$ cat src/verilog/sdr_consts.svh
// Constants of the safety data object receiver: offsets, fields, resets, timing.
// Assumes inclusion by bare name from the design files.
`ifndef SDR_CONSTS_SVH
`define SDR_CONSTS_SVH

// ****************************************
// Register byte offsets
// ****************************************
`define SDR_OFS_CTRL 8'h00
`define SDR_OFS_INDEX 8'h04
`define SDR_OFS_IDS 8'h08
`define SDR_OFS_TIMES 8'h0C
`define SDR_OFS_STATUS 8'h10
`define SDR_OFS_DATA_LO 8'h14
`define SDR_OFS_DATA_HI 8'h18

// ****************************************
// Field positions
// ****************************************
`define SDR_CTRL_RUN 0
`define SDR_CTRL_LOAD 1
`define SDR_IDS_INV_LSB 16
`define SDR_TIMES_VALIDATION_TIME_LIMIT_LSB 16
`define SDR_ST_FAULT 4
`define SDR_ST_LINK 5
`define SDR_ST_SAFE 6
`define SDR_ST_NEW 7
`define SDR_ST_GFC 8
`define SDR_ST_CH_LSB 12
`define SDR_ST_LEN_LSB 16

// ****************************************
// Reset values and fixed codes
// ****************************************
`define SDR_RST_WORD 32'h0000_0000
`define SDR_RST_IDS 32'h0000_0000
`define SDR_RST_TIMES 32'h0028_0096
`define SDR_GFC_ID 11'h001
`define SDR_NUM_CH 8
`define SDR_MAX_LEN 4'h8

// ****************************************
// Timing
// ****************************************
`define SDR_CLK_PERIOD_NS 40
`define SDR_TICK_PERIOD_NS 1000000
`define SDR_TICK_CYCLES (`SDR_TICK_PERIOD_NS / `SDR_CLK_PERIOD_NS)

`endif

$ cat src/verilog/sdr_pkg.sv
// Types shared by the safety data object receiver.
// Assumes nothing beyond a SystemVerilog compiler.
package sdr_pkg;
   typedef logic [10:0] sdr_id_t;
   typedef logic [15:0] sdr_ms_t;
   typedef logic [2:0] sdr_ch_t;
   typedef enum logic [1:0] {
      SDR_CFG_OK,
      SDR_CFG_BAD_IDS,
      SDR_CFG_BAD_INDEX,
      SDR_CFG_RUNNING
   } sdr_cfg_result_t;
endpackage

$ cat src/verilog/sdr_tick_gen.sv
// Service tick generator: one pclk-wide pulse per processing period.
// Assumes a free-running pclk and asynchronous active-low reset.
module sdr_tick_gen import sdr_pkg::*; #(
   parameter int TICK_CYCLES = 25000
) (
   input wire logic pclk,
   input wire logic presetn,
   output logic tick
);
   logic [15:0] count_reg;

   always_ff @(posedge pclk or negedge presetn) begin
      if (!presetn) begin
         count_reg <= 16'h0000;
         tick <= 1'b0;
      end else if (count_reg == 16'(TICK_CYCLES - 1)) begin
         count_reg <= 16'h0000;
         tick <= 1'b1;
      end else begin
         count_reg <= count_reg + 16'h0001;
         tick <= 1'b0;
      end
   end
endmodule // sdr_tick_gen

$ cat src/verilog/sdr_pair_check.sv
// Inverse check of a normal frame against its inverted twin.
// Assumes both lengths are byte counts of at most eight.
`include "sdr_consts.svh"

module sdr_pair_check import sdr_pkg::*; (
   input wire logic [63:0] norm_data,
   input wire logic [3:0] norm_len,
   input wire logic [63:0] inv_data,
   input wire logic [3:0] inv_len,
   output logic pair_ok
);
   logic [7:0] byte_ok;

   // Bytes beyond the length are don't-care
   for (genvar i = 0; i < 8; i++) begin : g_byte
      assign byte_ok[i] = (4'(i) >= norm_len) ||
                          (inv_data[i*8 +: 8] == ~norm_data[i*8 +: 8]);
   end

   assign pair_ok = (norm_len == inv_len) && (norm_len <= `SDR_MAX_LEN) && (&byte_ok);
endmodule // sdr_pair_check

$ cat src/verilog/sdr_receiver.sv
// Receive side of a safety data object channel set, with APB registers.
// Assumes frames arrive on the rx port in pclk domain, one per cycle at most.
//
// Summary of operation
// - Configuration loads only on config_load with run_enable low in the same write.
// - Without config_load the stored channel configuration never changes.
// - Up to eight channels, chosen by object_index.
// - config_result: 0 ok, 1 bad identifier pair, 2 bad index, 3 while running.
// - Running: accept frames, check them and both time limits, refuse reconfiguration.
// - Stopped: ignore safety frames, allow configuration changes.
// - At run start, freeze configuration and guard it with a checksum.
// - Normal data under primary_identifier, inverse under inverted_identifier; mismatch is fault.
// - No valid pair within cycle_time_limit: group fault and safe state.
// - Inverse frame later than validation_time_limit: group fault and safe state.
// - Valid pair stores payload and pulses new_data_pulse for one processing cycle.
// - Output the received length, the count of valid payload bytes.
// - Fault sets group fault, link fault flag and safe_state together; other outputs keep updating.
// - Global failsafe command raises global_failsafe_flag for one processing cycle.
// - One channel serviced per millisecond, eight channels every eight milliseconds.
// - Both CAN interfaces carry 11-bit identifiers only while safety runs.
`include "sdr_consts.svh"

module sdr_receiver import sdr_pkg::*; #(
   parameter int TICK_CYCLES = `SDR_TICK_CYCLES
) (
   input wire logic pclk,
   input wire logic presetn,
   input wire logic psel,
   input wire logic penable,
   input wire logic pwrite,
   input wire logic [7:0] paddr,
   input wire logic [31:0] pwdata,
   output logic [31:0] prdata,
   output logic pready,
   output logic pslverr,
   input wire logic rx_valid,
   input wire logic rx_if,
   input wire logic rx_ext,
   input wire logic [10:0] rx_id,
   input wire logic [3:0] rx_dlc,
   input wire logic [63:0] rx_data,
   output logic [63:0] rx_payload,
   output logic [3:0] rx_length,
   output logic [2:0] rx_channel,
   output logic new_data_pulse,
   output logic [1:0] config_result,
   output logic group_fault,
   output logic safety_link_fault_flag,
   output logic safe_state,
   output logic global_failsafe_flag,
   output logic can_std_only
);
   // ********************
   // Declarations
   // ********************
   logic tick, pair_ok, run_enable_reg, run_d_reg, gfc_pending_reg, apb_ack, apb_wr;
   logic cfg_attempt, cfg_accept, rx_take, rx_gfc, svc_fault, svc_good, fault_now, rd_ok;
   logic [7:0] index_reg, cfg_used, have_norm, have_inv, order_err;
   logic [31:0] ids_reg, times_reg, frozen_sum_reg, live_sum, rd_word;
   sdr_ch_t svc_ptr_reg;
   sdr_id_t cfg_id1 [8], cfg_id2 [8];
   sdr_ms_t cfg_sct [8], cfg_validation_time_limit [8], sct_cnt [8], validation_time_limit_cnt [8];
   logic [63:0] norm_data [8], inv_data [8];
   logic [3:0] norm_len [8], inv_len [8], hit_norm, hit_inv;
   sdr_cfg_result_t cfg_result_next;

   // ********************
   // Helpers
   // ********************
   // Returns {hit, channel} of the first used channel with that identifier
   function automatic logic [3:0] find_ch(input sdr_id_t id, input logic inverted);
      logic [3:0] res;
      res = 4'h0;
      for (int c = `SDR_NUM_CH - 1; c >= 0; c--) begin
         if (cfg_used[c] && (id == (inverted ? cfg_id2[c] : cfg_id1[c]))) begin
            res = {1'b1, 3'(c)};
         end
      end
      return res;
   endfunction

   sdr_tick_gen #(.TICK_CYCLES(TICK_CYCLES)) u_tick (
      .pclk(pclk),
      .presetn(presetn),
      .tick(tick)
   );

   sdr_pair_check u_check (
      .norm_data(norm_data[svc_ptr_reg]),
      .norm_len(norm_len[svc_ptr_reg]),
      .inv_data(inv_data[svc_ptr_reg]),
      .inv_len(inv_len[svc_ptr_reg]),
      .pair_ok(pair_ok)
   );

   // ********************
   // APB slave
   // ********************
   // One wait state so that every bus output comes from a flip-flop
   assign apb_ack = psel && penable && pready;
   assign apb_wr = apb_ack && pwrite;

   always_comb begin
      rd_ok = 1'b1;
      rd_word = `SDR_RST_WORD;
      unique case (paddr)
         `SDR_OFS_CTRL: rd_word = {31'h0000_0000, run_enable_reg};
         `SDR_OFS_INDEX: rd_word = {24'h00_0000, index_reg};
         `SDR_OFS_IDS: rd_word = ids_reg;
         `SDR_OFS_TIMES: rd_word = times_reg;
         `SDR_OFS_STATUS: begin
            rd_word[1:0] = config_result;
            rd_word[`SDR_ST_FAULT] = group_fault;
            rd_word[`SDR_ST_LINK] = safety_link_fault_flag;
            rd_word[`SDR_ST_SAFE] = safe_state;
            rd_word[`SDR_ST_NEW] = new_data_pulse;
            rd_word[`SDR_ST_GFC] = global_failsafe_flag;
            rd_word[`SDR_ST_CH_LSB +: 3] = rx_channel;
            rd_word[`SDR_ST_LEN_LSB +: 4] = rx_length;
         end
         `SDR_OFS_DATA_LO: rd_word = rx_payload[31:0];
         `SDR_OFS_DATA_HI: rd_word = rx_payload[63:32];
         default: rd_ok = 1'b0;
      endcase
   end

   always_ff @(posedge pclk or negedge presetn) begin
      if (!presetn) begin
         pready <= 1'b0;
         pslverr <= 1'b0;
         prdata <= `SDR_RST_WORD;
      end else begin
         pready <= psel && penable && !pready;
         pslverr <= psel && penable && !pready && !rd_ok;
         prdata <= (psel && penable && !pready && !pwrite) ? rd_word : `SDR_RST_WORD;
      end
   end

   // Staging registers are free to change; channel table is not
   always_ff @(posedge pclk or negedge presetn) begin
      if (!presetn) begin
         index_reg <= 8'h00;
         ids_reg <= `SDR_RST_IDS;
         times_reg <= `SDR_RST_TIMES;
         run_enable_reg <= 1'b0;
      end else if (apb_wr && rd_ok) begin
         unique case (paddr)
            `SDR_OFS_INDEX: index_reg <= pwdata[7:0];
            `SDR_OFS_IDS: ids_reg <= pwdata;
            `SDR_OFS_TIMES: times_reg <= pwdata;
            `SDR_OFS_CTRL: run_enable_reg <= pwdata[`SDR_CTRL_RUN];
            default: ;
         endcase
      end
   end

   // ********************
   // Configuration
   // ********************
   assign cfg_attempt = apb_wr && (paddr == `SDR_OFS_CTRL) && pwdata[`SDR_CTRL_LOAD];
   always_comb begin
      cfg_result_next = SDR_CFG_OK;
      if (pwdata[`SDR_CTRL_RUN] || run_enable_reg) begin
         cfg_result_next = SDR_CFG_RUNNING;
      end else if (index_reg >= 8'(`SDR_NUM_CH)) begin
         cfg_result_next = SDR_CFG_BAD_INDEX;
      end else if ((ids_reg[10:0] == ids_reg[`SDR_IDS_INV_LSB +: 11]) ||
                   (ids_reg[10:0] == `SDR_GFC_ID) ||
                   (ids_reg[`SDR_IDS_INV_LSB +: 11] == `SDR_GFC_ID)) begin
         cfg_result_next = SDR_CFG_BAD_IDS;
      end
   end
   assign cfg_accept = cfg_attempt && (cfg_result_next == SDR_CFG_OK);
   always_ff @(posedge pclk or negedge presetn) begin
      if (!presetn) begin
         config_result <= 2'h0;
      end else if (cfg_attempt) begin
         config_result <= cfg_result_next;
      end
   end

   always_ff @(posedge pclk or negedge presetn) begin
      if (!presetn) begin
         cfg_used <= 8'h00;
         for (int c = 0; c < `SDR_NUM_CH; c++) begin
            cfg_id1[c] <= 11'h000;
            cfg_id2[c] <= 11'h000;
            cfg_sct[c] <= 16'h0000;
            cfg_validation_time_limit[c] <= 16'h0000;
         end
      end else if (cfg_accept) begin
         cfg_used[index_reg[2:0]] <= 1'b1;
         cfg_id1[index_reg[2:0]] <= ids_reg[10:0];
         cfg_id2[index_reg[2:0]] <= ids_reg[`SDR_IDS_INV_LSB +: 11];
         cfg_sct[index_reg[2:0]] <= times_reg[15:0];
         cfg_validation_time_limit[index_reg[2:0]] <= times_reg[`SDR_TIMES_VALIDATION_TIME_LIMIT_LSB +: 16];
      end
   end

   // Checksum catches table upsets while running
   always_comb begin
      live_sum = {24'h00_0000, cfg_used};
      for (int c = 0; c < `SDR_NUM_CH; c++) begin
         live_sum = {live_sum[30:0], live_sum[31]} ^
                    {5'h00, cfg_id2[c], 5'h00, cfg_id1[c]} ^ {cfg_validation_time_limit[c], cfg_sct[c]};
      end
   end

   always_ff @(posedge pclk or negedge presetn) begin
      if (!presetn) begin
         run_d_reg <= 1'b0;
         frozen_sum_reg <= `SDR_RST_WORD;
         can_std_only <= 1'b0;
      end else begin
         run_d_reg <= run_enable_reg;
         can_std_only <= run_enable_reg;
         if (run_enable_reg && !run_d_reg) begin
            frozen_sum_reg <= live_sum;
         end
      end
   end

   // ********************
   // Frame capture
   // ********************
   // Extended-format frames never belong to a safety channel
   assign rx_take = rx_valid && run_d_reg && !rx_ext;
   assign hit_norm = find_ch(rx_id, 1'b0);
   assign hit_inv = find_ch(rx_id, 1'b1);
   assign rx_gfc = rx_take && (rx_id == `SDR_GFC_ID);

   always_ff @(posedge pclk or negedge presetn) begin
      if (!presetn) begin
         have_norm <= 8'h00;
         have_inv <= 8'h00;
         order_err <= 8'h00;
         for (int c = 0; c < `SDR_NUM_CH; c++) begin
            norm_data[c] <= 64'h0000_0000_0000_0000;
            inv_data[c] <= 64'h0000_0000_0000_0000;
            norm_len[c] <= 4'h0;
            inv_len[c] <= 4'h0;
            sct_cnt[c] <= 16'h0000;
            validation_time_limit_cnt[c] <= 16'h0000;
         end
      end else if (!run_d_reg) begin
         have_norm <= 8'h00;
         have_inv <= 8'h00;
         order_err <= 8'h00;
         for (int c = 0; c < `SDR_NUM_CH; c++) begin
            sct_cnt[c] <= 16'h0000;
            validation_time_limit_cnt[c] <= 16'h0000;
         end
      end else begin
         if (tick) begin
            for (int c = 0; c < `SDR_NUM_CH; c++) begin
               if (sct_cnt[c] != 16'hFFFF) begin
                  sct_cnt[c] <= sct_cnt[c] + 16'h0001;
               end
               if (validation_time_limit_cnt[c] != 16'hFFFF) begin
                  validation_time_limit_cnt[c] <= validation_time_limit_cnt[c] + 16'h0001;
               end
            end
            if (svc_good) begin
               have_norm[svc_ptr_reg] <= 1'b0;
               have_inv[svc_ptr_reg] <= 1'b0;
               sct_cnt[svc_ptr_reg] <= 16'h0000;
            end
         end
         // Capture after the service clear so a same-cycle frame is kept
         if (rx_take && hit_norm[3]) begin
            norm_data[hit_norm[2:0]] <= rx_data;
            norm_len[hit_norm[2:0]] <= rx_dlc;
            have_norm[hit_norm[2:0]] <= 1'b1;
            have_inv[hit_norm[2:0]] <= 1'b0;
            validation_time_limit_cnt[hit_norm[2:0]] <= 16'h0000;
         end else if (rx_take && hit_inv[3]) begin
            if (have_norm[hit_inv[2:0]]) begin
               inv_data[hit_inv[2:0]] <= rx_data;
               inv_len[hit_inv[2:0]] <= rx_dlc;
               have_inv[hit_inv[2:0]] <= 1'b1;
            end else begin
               order_err[hit_inv[2:0]] <= 1'b1;
            end
         end
      end
   end

   // ********************
   // Channel service
   // ********************
   always_comb begin
      svc_fault = 1'b0;
      svc_good = 1'b0;
      if (cfg_used[svc_ptr_reg]) begin
         if (order_err[svc_ptr_reg]) begin
            svc_fault = 1'b1;
         end else if (have_norm[svc_ptr_reg] && have_inv[svc_ptr_reg]) begin
            svc_good = pair_ok;
            svc_fault = !pair_ok;
         end else if (have_norm[svc_ptr_reg] &&
                      (validation_time_limit_cnt[svc_ptr_reg] >= cfg_validation_time_limit[svc_ptr_reg])) begin
            svc_fault = 1'b1;
         end else if (sct_cnt[svc_ptr_reg] >= cfg_sct[svc_ptr_reg]) begin
            svc_fault = 1'b1;
         end
      end
   end

   assign fault_now = run_d_reg && ((tick && svc_fault) || (live_sum != frozen_sum_reg));
   always_ff @(posedge pclk or negedge presetn) begin
      if (!presetn) begin
         svc_ptr_reg <= 3'h0;
      end else if (tick) begin
         svc_ptr_reg <= svc_ptr_reg + 3'h1;
      end
   end

   // Flags last one processing cycle, i.e. until the next tick
   always_ff @(posedge pclk or negedge presetn) begin
      if (!presetn) begin
         new_data_pulse <= 1'b0;
         rx_payload <= 64'h0000_0000_0000_0000;
         rx_length <= 4'h0;
         rx_channel <= 3'h0;
      end else if (tick) begin
         new_data_pulse <= run_d_reg && svc_good;
         if (run_d_reg && svc_good) begin
            rx_payload <= norm_data[svc_ptr_reg];
            rx_length <= norm_len[svc_ptr_reg];
            rx_channel <= svc_ptr_reg;
         end
      end
   end

   // Set wins: a command on the tick edge still reaches the next slot
   always_ff @(posedge pclk or negedge presetn) begin
      if (!presetn) begin
         gfc_pending_reg <= 1'b0;
         global_failsafe_flag <= 1'b0;
      end else if (tick) begin
         global_failsafe_flag <= gfc_pending_reg;
         gfc_pending_reg <= rx_gfc;
      end else if (rx_gfc) begin
         gfc_pending_reg <= 1'b1;
      end
   end

   // ********************
   // Fault latch
   // ********************
   // Only reset leaves the safe state; restart would mask a broken link
   always_ff @(posedge pclk or negedge presetn) begin
      if (!presetn) begin
         group_fault <= 1'b0;
         safety_link_fault_flag <= 1'b0;
         safe_state <= 1'b0;
      end else if (fault_now) begin
         group_fault <= 1'b1;
         safety_link_fault_flag <= 1'b1;
         safe_state <= 1'b1;
      end
   end
endmodule // sdr_receiver

$ cat config.mk
export PLATFORM = sky130hd
export DESIGN_NAME = sdr_receiver
export DESIGN_NICKNAME = d
export VERILOG_FILES = /design/src/verilog/sdr_pkg.sv /design/src/verilog/sdr_tick_gen.sv /design/src/verilog/sdr_pair_check.sv /design/src/verilog/sdr_receiver.sv
export VERILOG_INCLUDE_DIRS = /design/src /design/src/verilog
export SDC_FILE = /design/constraint.sdc
export NUM_CORES = 2
export LEC_CHECK = 0
export BUFFER_PORTS_ARGS = -buffer_cell sky130_fd_sc_hd__buf_2
export CAP_MARGIN = 20
export CORE_UTILIZATION = 57
export DETAILED_ROUTE_END_ITERATION = 8
export GPL_TIMING_DRIVEN = 0
export MAX_ROUTING_LAYER = met4
export PLACE_DENSITY = 0.74
export SLEW_MARGIN = 20
export SYNTH_ARGS = -nofsm -noshare
export SYNTH_HDL_FRONTEND = slang
export SYNTH_SLANG_ARGS = --single-unit
$ cat constraint.sdc
create_clock -name pclk -period 4.55 [get_ports pclk]
set_input_delay 0.455 -clock pclk [delete_from_list [all_inputs] [get_ports pclk]]
set_output_delay 0.455 -clock pclk [all_outputs]
set_load 0.02 [all_outputs]
==> run metrics <==
status finished with violations; failing checks design-rule violations, negative setup slack; Worst Clk Skew 0.0465 ns; clk root buf clkbuf_16; wire length of the first global-routing pass 611000 um; final number of hold-violating endpoints 0; # clock sinks 2045; Yosys warnings 0; Routed WL 442000 um; initial antenna violation count 44; Post-synth ARST share 100%; period utilization 104%; Core ar. 176000 sq um; Hold Slack 0.0233 ns; Die ar. 180000 sq um; pwr dens 315 nW/um^2; FF+latch count, synth 2045; num ports 240; Antenna Violating Nets Remaining 0; NumNets Final 9559; TritonCTS clock tree done; Die X 424 um; Crit path required time 5.37 ns; Setup CP Type reg2reg; Final Max Slew Viols 0; biggest regs inv_data (512), norm_data (512); layout cells sized above 1 30.8%; placed cell area 107000 sq um; Cell Area, Synth 101000 sq um; Worst-Skew Late Latency 0.95 ns; drt wl/cell 37.0 um; Leak 0.0557 uW; Setup WS post-layout -0.177 ns; # port buffers 227; Final Instance Area 120000 sq um; max_slew headroom 8.41%; Final Util 67.9%; synthesis-to-finish area growth 18.1%; max cap viols 0; H-tree levels 4; Final Setup Violations 394; Fillers 12900; GRT Total Usage 50.3%; number of synthesized flops with an enable pin 0; Die Ht 424 um; Worst Hold Class in2reg; CTS Buf Count 216; Max Clk Rate 212 MHz; critical path capture point type flop; actual slew at the worst max-slew pin 1.34 ns; clk slew on worst S/H paths 0.07 ns; total grt overflow 0; Std-Cell Rows 154; sequential fraction of the synthesis area 50.5%; post-synthesis net count 8809; DRT iter0 DRCs 12600; Starting Density 57.5%; Vias per Instance 6.92; GPL Wtd Cong 1.07; Pre-antenna DRT Iters 9; via count of the routed design 82800; Final TNS setup -20.24 ns; Cells after Synth 8632; RSZ-0062 raised after global routing yes; ys flop type dfrtp_1; largest net degree at the start of global routing 146; Clock Path Buffers 3; DRC Markers 10; syn_area_per_cell 11.7 sq um; vias in the first global route 79700; critical path data arrival time 5.54 ns; crit path max fanout 10; Final min period 4.73 ns; CP Launch Type flop; IR Drop Worst-Case VDD 0.422 mV; Synth cell types 87; HPWL Detailed 305000 um
[area by class of cell]
| cell class | count | area [sq um] | area share [%] |
|---|---|---|---|
| Sequential cell | 2045 | 51200 | 42.8 |
| Multi-Input combinational cell | 5883 | 48700 | 40.6 |
| Clock buffer | 319 | 6450 | 5.39 |
| Buffer | 634 | 4650 | 3.88 |
| Timing Repair Buffer | 540 | 4540 | 3.79 |
| Tap cell | 2340 | 2930 | 2.45 |
| Clock inverter | 72 | 888 | 0.742 |
| Inverter | 62 | 240 | 0.201 |
| Antenna cell | 71 | 178 | 0.148 |
[placed cells by master (no fill, tap or decap), types with 38 or more instances in the layout]
cell,instances
a31oi_1,42
xor2_1,169
a22o_1,52
buf_1,85
nor3_1,77
ha_1,50
and3_1,85
buf_16,57
clkbuf_1,315
mux2i_1,150
o21ai_0,165
a22oi_1,204
buf_4,179
buf_12,42
mux2_2,1499
nor2_1,287
inv_1,58
diode_2,71
nand4_1,188
xnor2_1,642
nand2_1,996
clkbuf_16,228
clkinv_2,38
o21ai_1,62
clkbuf_8,65
mux4_2,130
a221oi_1,99
buf_2,282
nand3_1,149
dfrtp_1,2037
dlygate4sd3_1,104
buf_6,51
a21oi_1,136
[critical path: stages, from the launching register on]
cell	delay (ns)
dfrtp_1	0.38
buf_8	0.18
buf_8	0.26
buf_16	0.24
buf_16	0.24
mux2i_1	0.23
o22ai_1	0.13
a221oi_4	0.37
xor2_2	0.35
nand4_1	0.22
o41ai_4	0.34
buf_6	0.23
buf_4	0.16
nand3_1	0.08
nor3_2	0.16
a21o_1	0.25
buf_4	0.20
buf_4	0.19
a21oi_1	0.07
a211o_1	0.27
[cells by family (layout without fill, tap and decap cells)]
kind of cell,count (synthesis),after routing,share of synthesized area (%)
multiplexers,1836,1836,21.7
AND/OR/NAND/NOR,2075,2075,9.50
XOR/XNOR,819,819,7.08
AO/OA/AOI/OAI,1102,1103,7.64
other,0,71,0
adder cells (fa/ha/maj),50,50,0.617
buffers and inverters,705,1627,2.99
flip-flops,2045,2045,50.5
[metal layers]
metal | GRT usage (%) | share of wire, % | up-vias
met5 | - | 0 | -
met4 | 43.4 | 11 | 0
met3 | 17.2 | 12 | 2066
met2 | 70.0 | 43 | 6271
met1 | 58.0 | 34 | 41900
li1 | - | - | 32600
[per-stage QoR]
step	setup WS [ns]	std cells	power, uW
5_1_grt	-0.117	11900	38400
6_report	-0.177	12000	37700
2_1_floorplan	0.150	8632	18800
3_5_place_dp	-3.53	11200	19400
4_1_cts	-0.135	11800	37500
3_3_place_gp	-42.29	11200	19400
[synthesized netlist by cell type (all sizes together), types with 62 or more instances]
| master | instances | area, sq um |
|---|---|---|
| dfrtp | 2039 | 51000 |
| mux2 | 1522 | 17200 |
| nand2 | 1008 | 3790 |
| xnor2 | 648 | 5680 |
| clkbuf | 369 | 1390 |
| nor2 | 295 | 1110 |
| buf | 274 | 1410 |
| o21ai | 234 | 1170 |
| a22oi | 209 | 1570 |
| nand4 | 188 | 1180 |
| mux2i | 184 | 1840 |
| xor2 | 171 | 1500 |
| nand3 | 158 | 791 |
| a21oi | 144 | 721 |
| mux4 | 130 | 2930 |
| a221oi | 119 | 1040 |
| nor3 | 93 | 465 |
| and3 | 85 | 532 |
| inv | 62 | 233 |
[power breakdown]
part | switching [uW] | total, uW | internal, uW
Sequential | 1.48 | 18200 | 18200
Combinational | 734 | 969 | 235
Clock | 7980 | 18600 | 10600
[repair_timing]
action	in CTS	in global routing
hold endpoints to repair	610	0
pin swaps	33	31
endpoints found under the setup margin	949	787
hold buffers	104	0
setup buffers	53	103
gates cloned	3	3
resized for setup	613	224
[worst paths after layout]
| path | start | end | slack [ns] | cells after the start |
|---|---|---|---|---|
| setup / recovery | svc_ptr_reg[1]$_DFFE_PN0P_ | sct_cnt[125]$_DFFE_PN0P_ | -0.18 | 19 |
| hold / removal | psel | prdata[7]$_DFF_PN0_ | 0.02 | 4 |
| setup reg to reg | svc_ptr_reg[1]$_DFFE_PN0P_ | sct_cnt[125]$_DFFE_PN0P_ | -0.18 | 19 |
| hold reg to reg | u_tick.count_reg[0]$_DFF_PN0_ | u_tick.count_reg[0]$_DFF_PN0_ | 0.46 | 1 |
| max in group asynchronous | presetn | norm_data[264]$_DFFE_PN0P_ | 0.77 | 8 |
| min in group asynchronous | presetn | u_tick.count_reg[13]$_DFF_PN0_ | 0.18 | 2 |
Note: power is estimated with default switching activity, not from simulation.
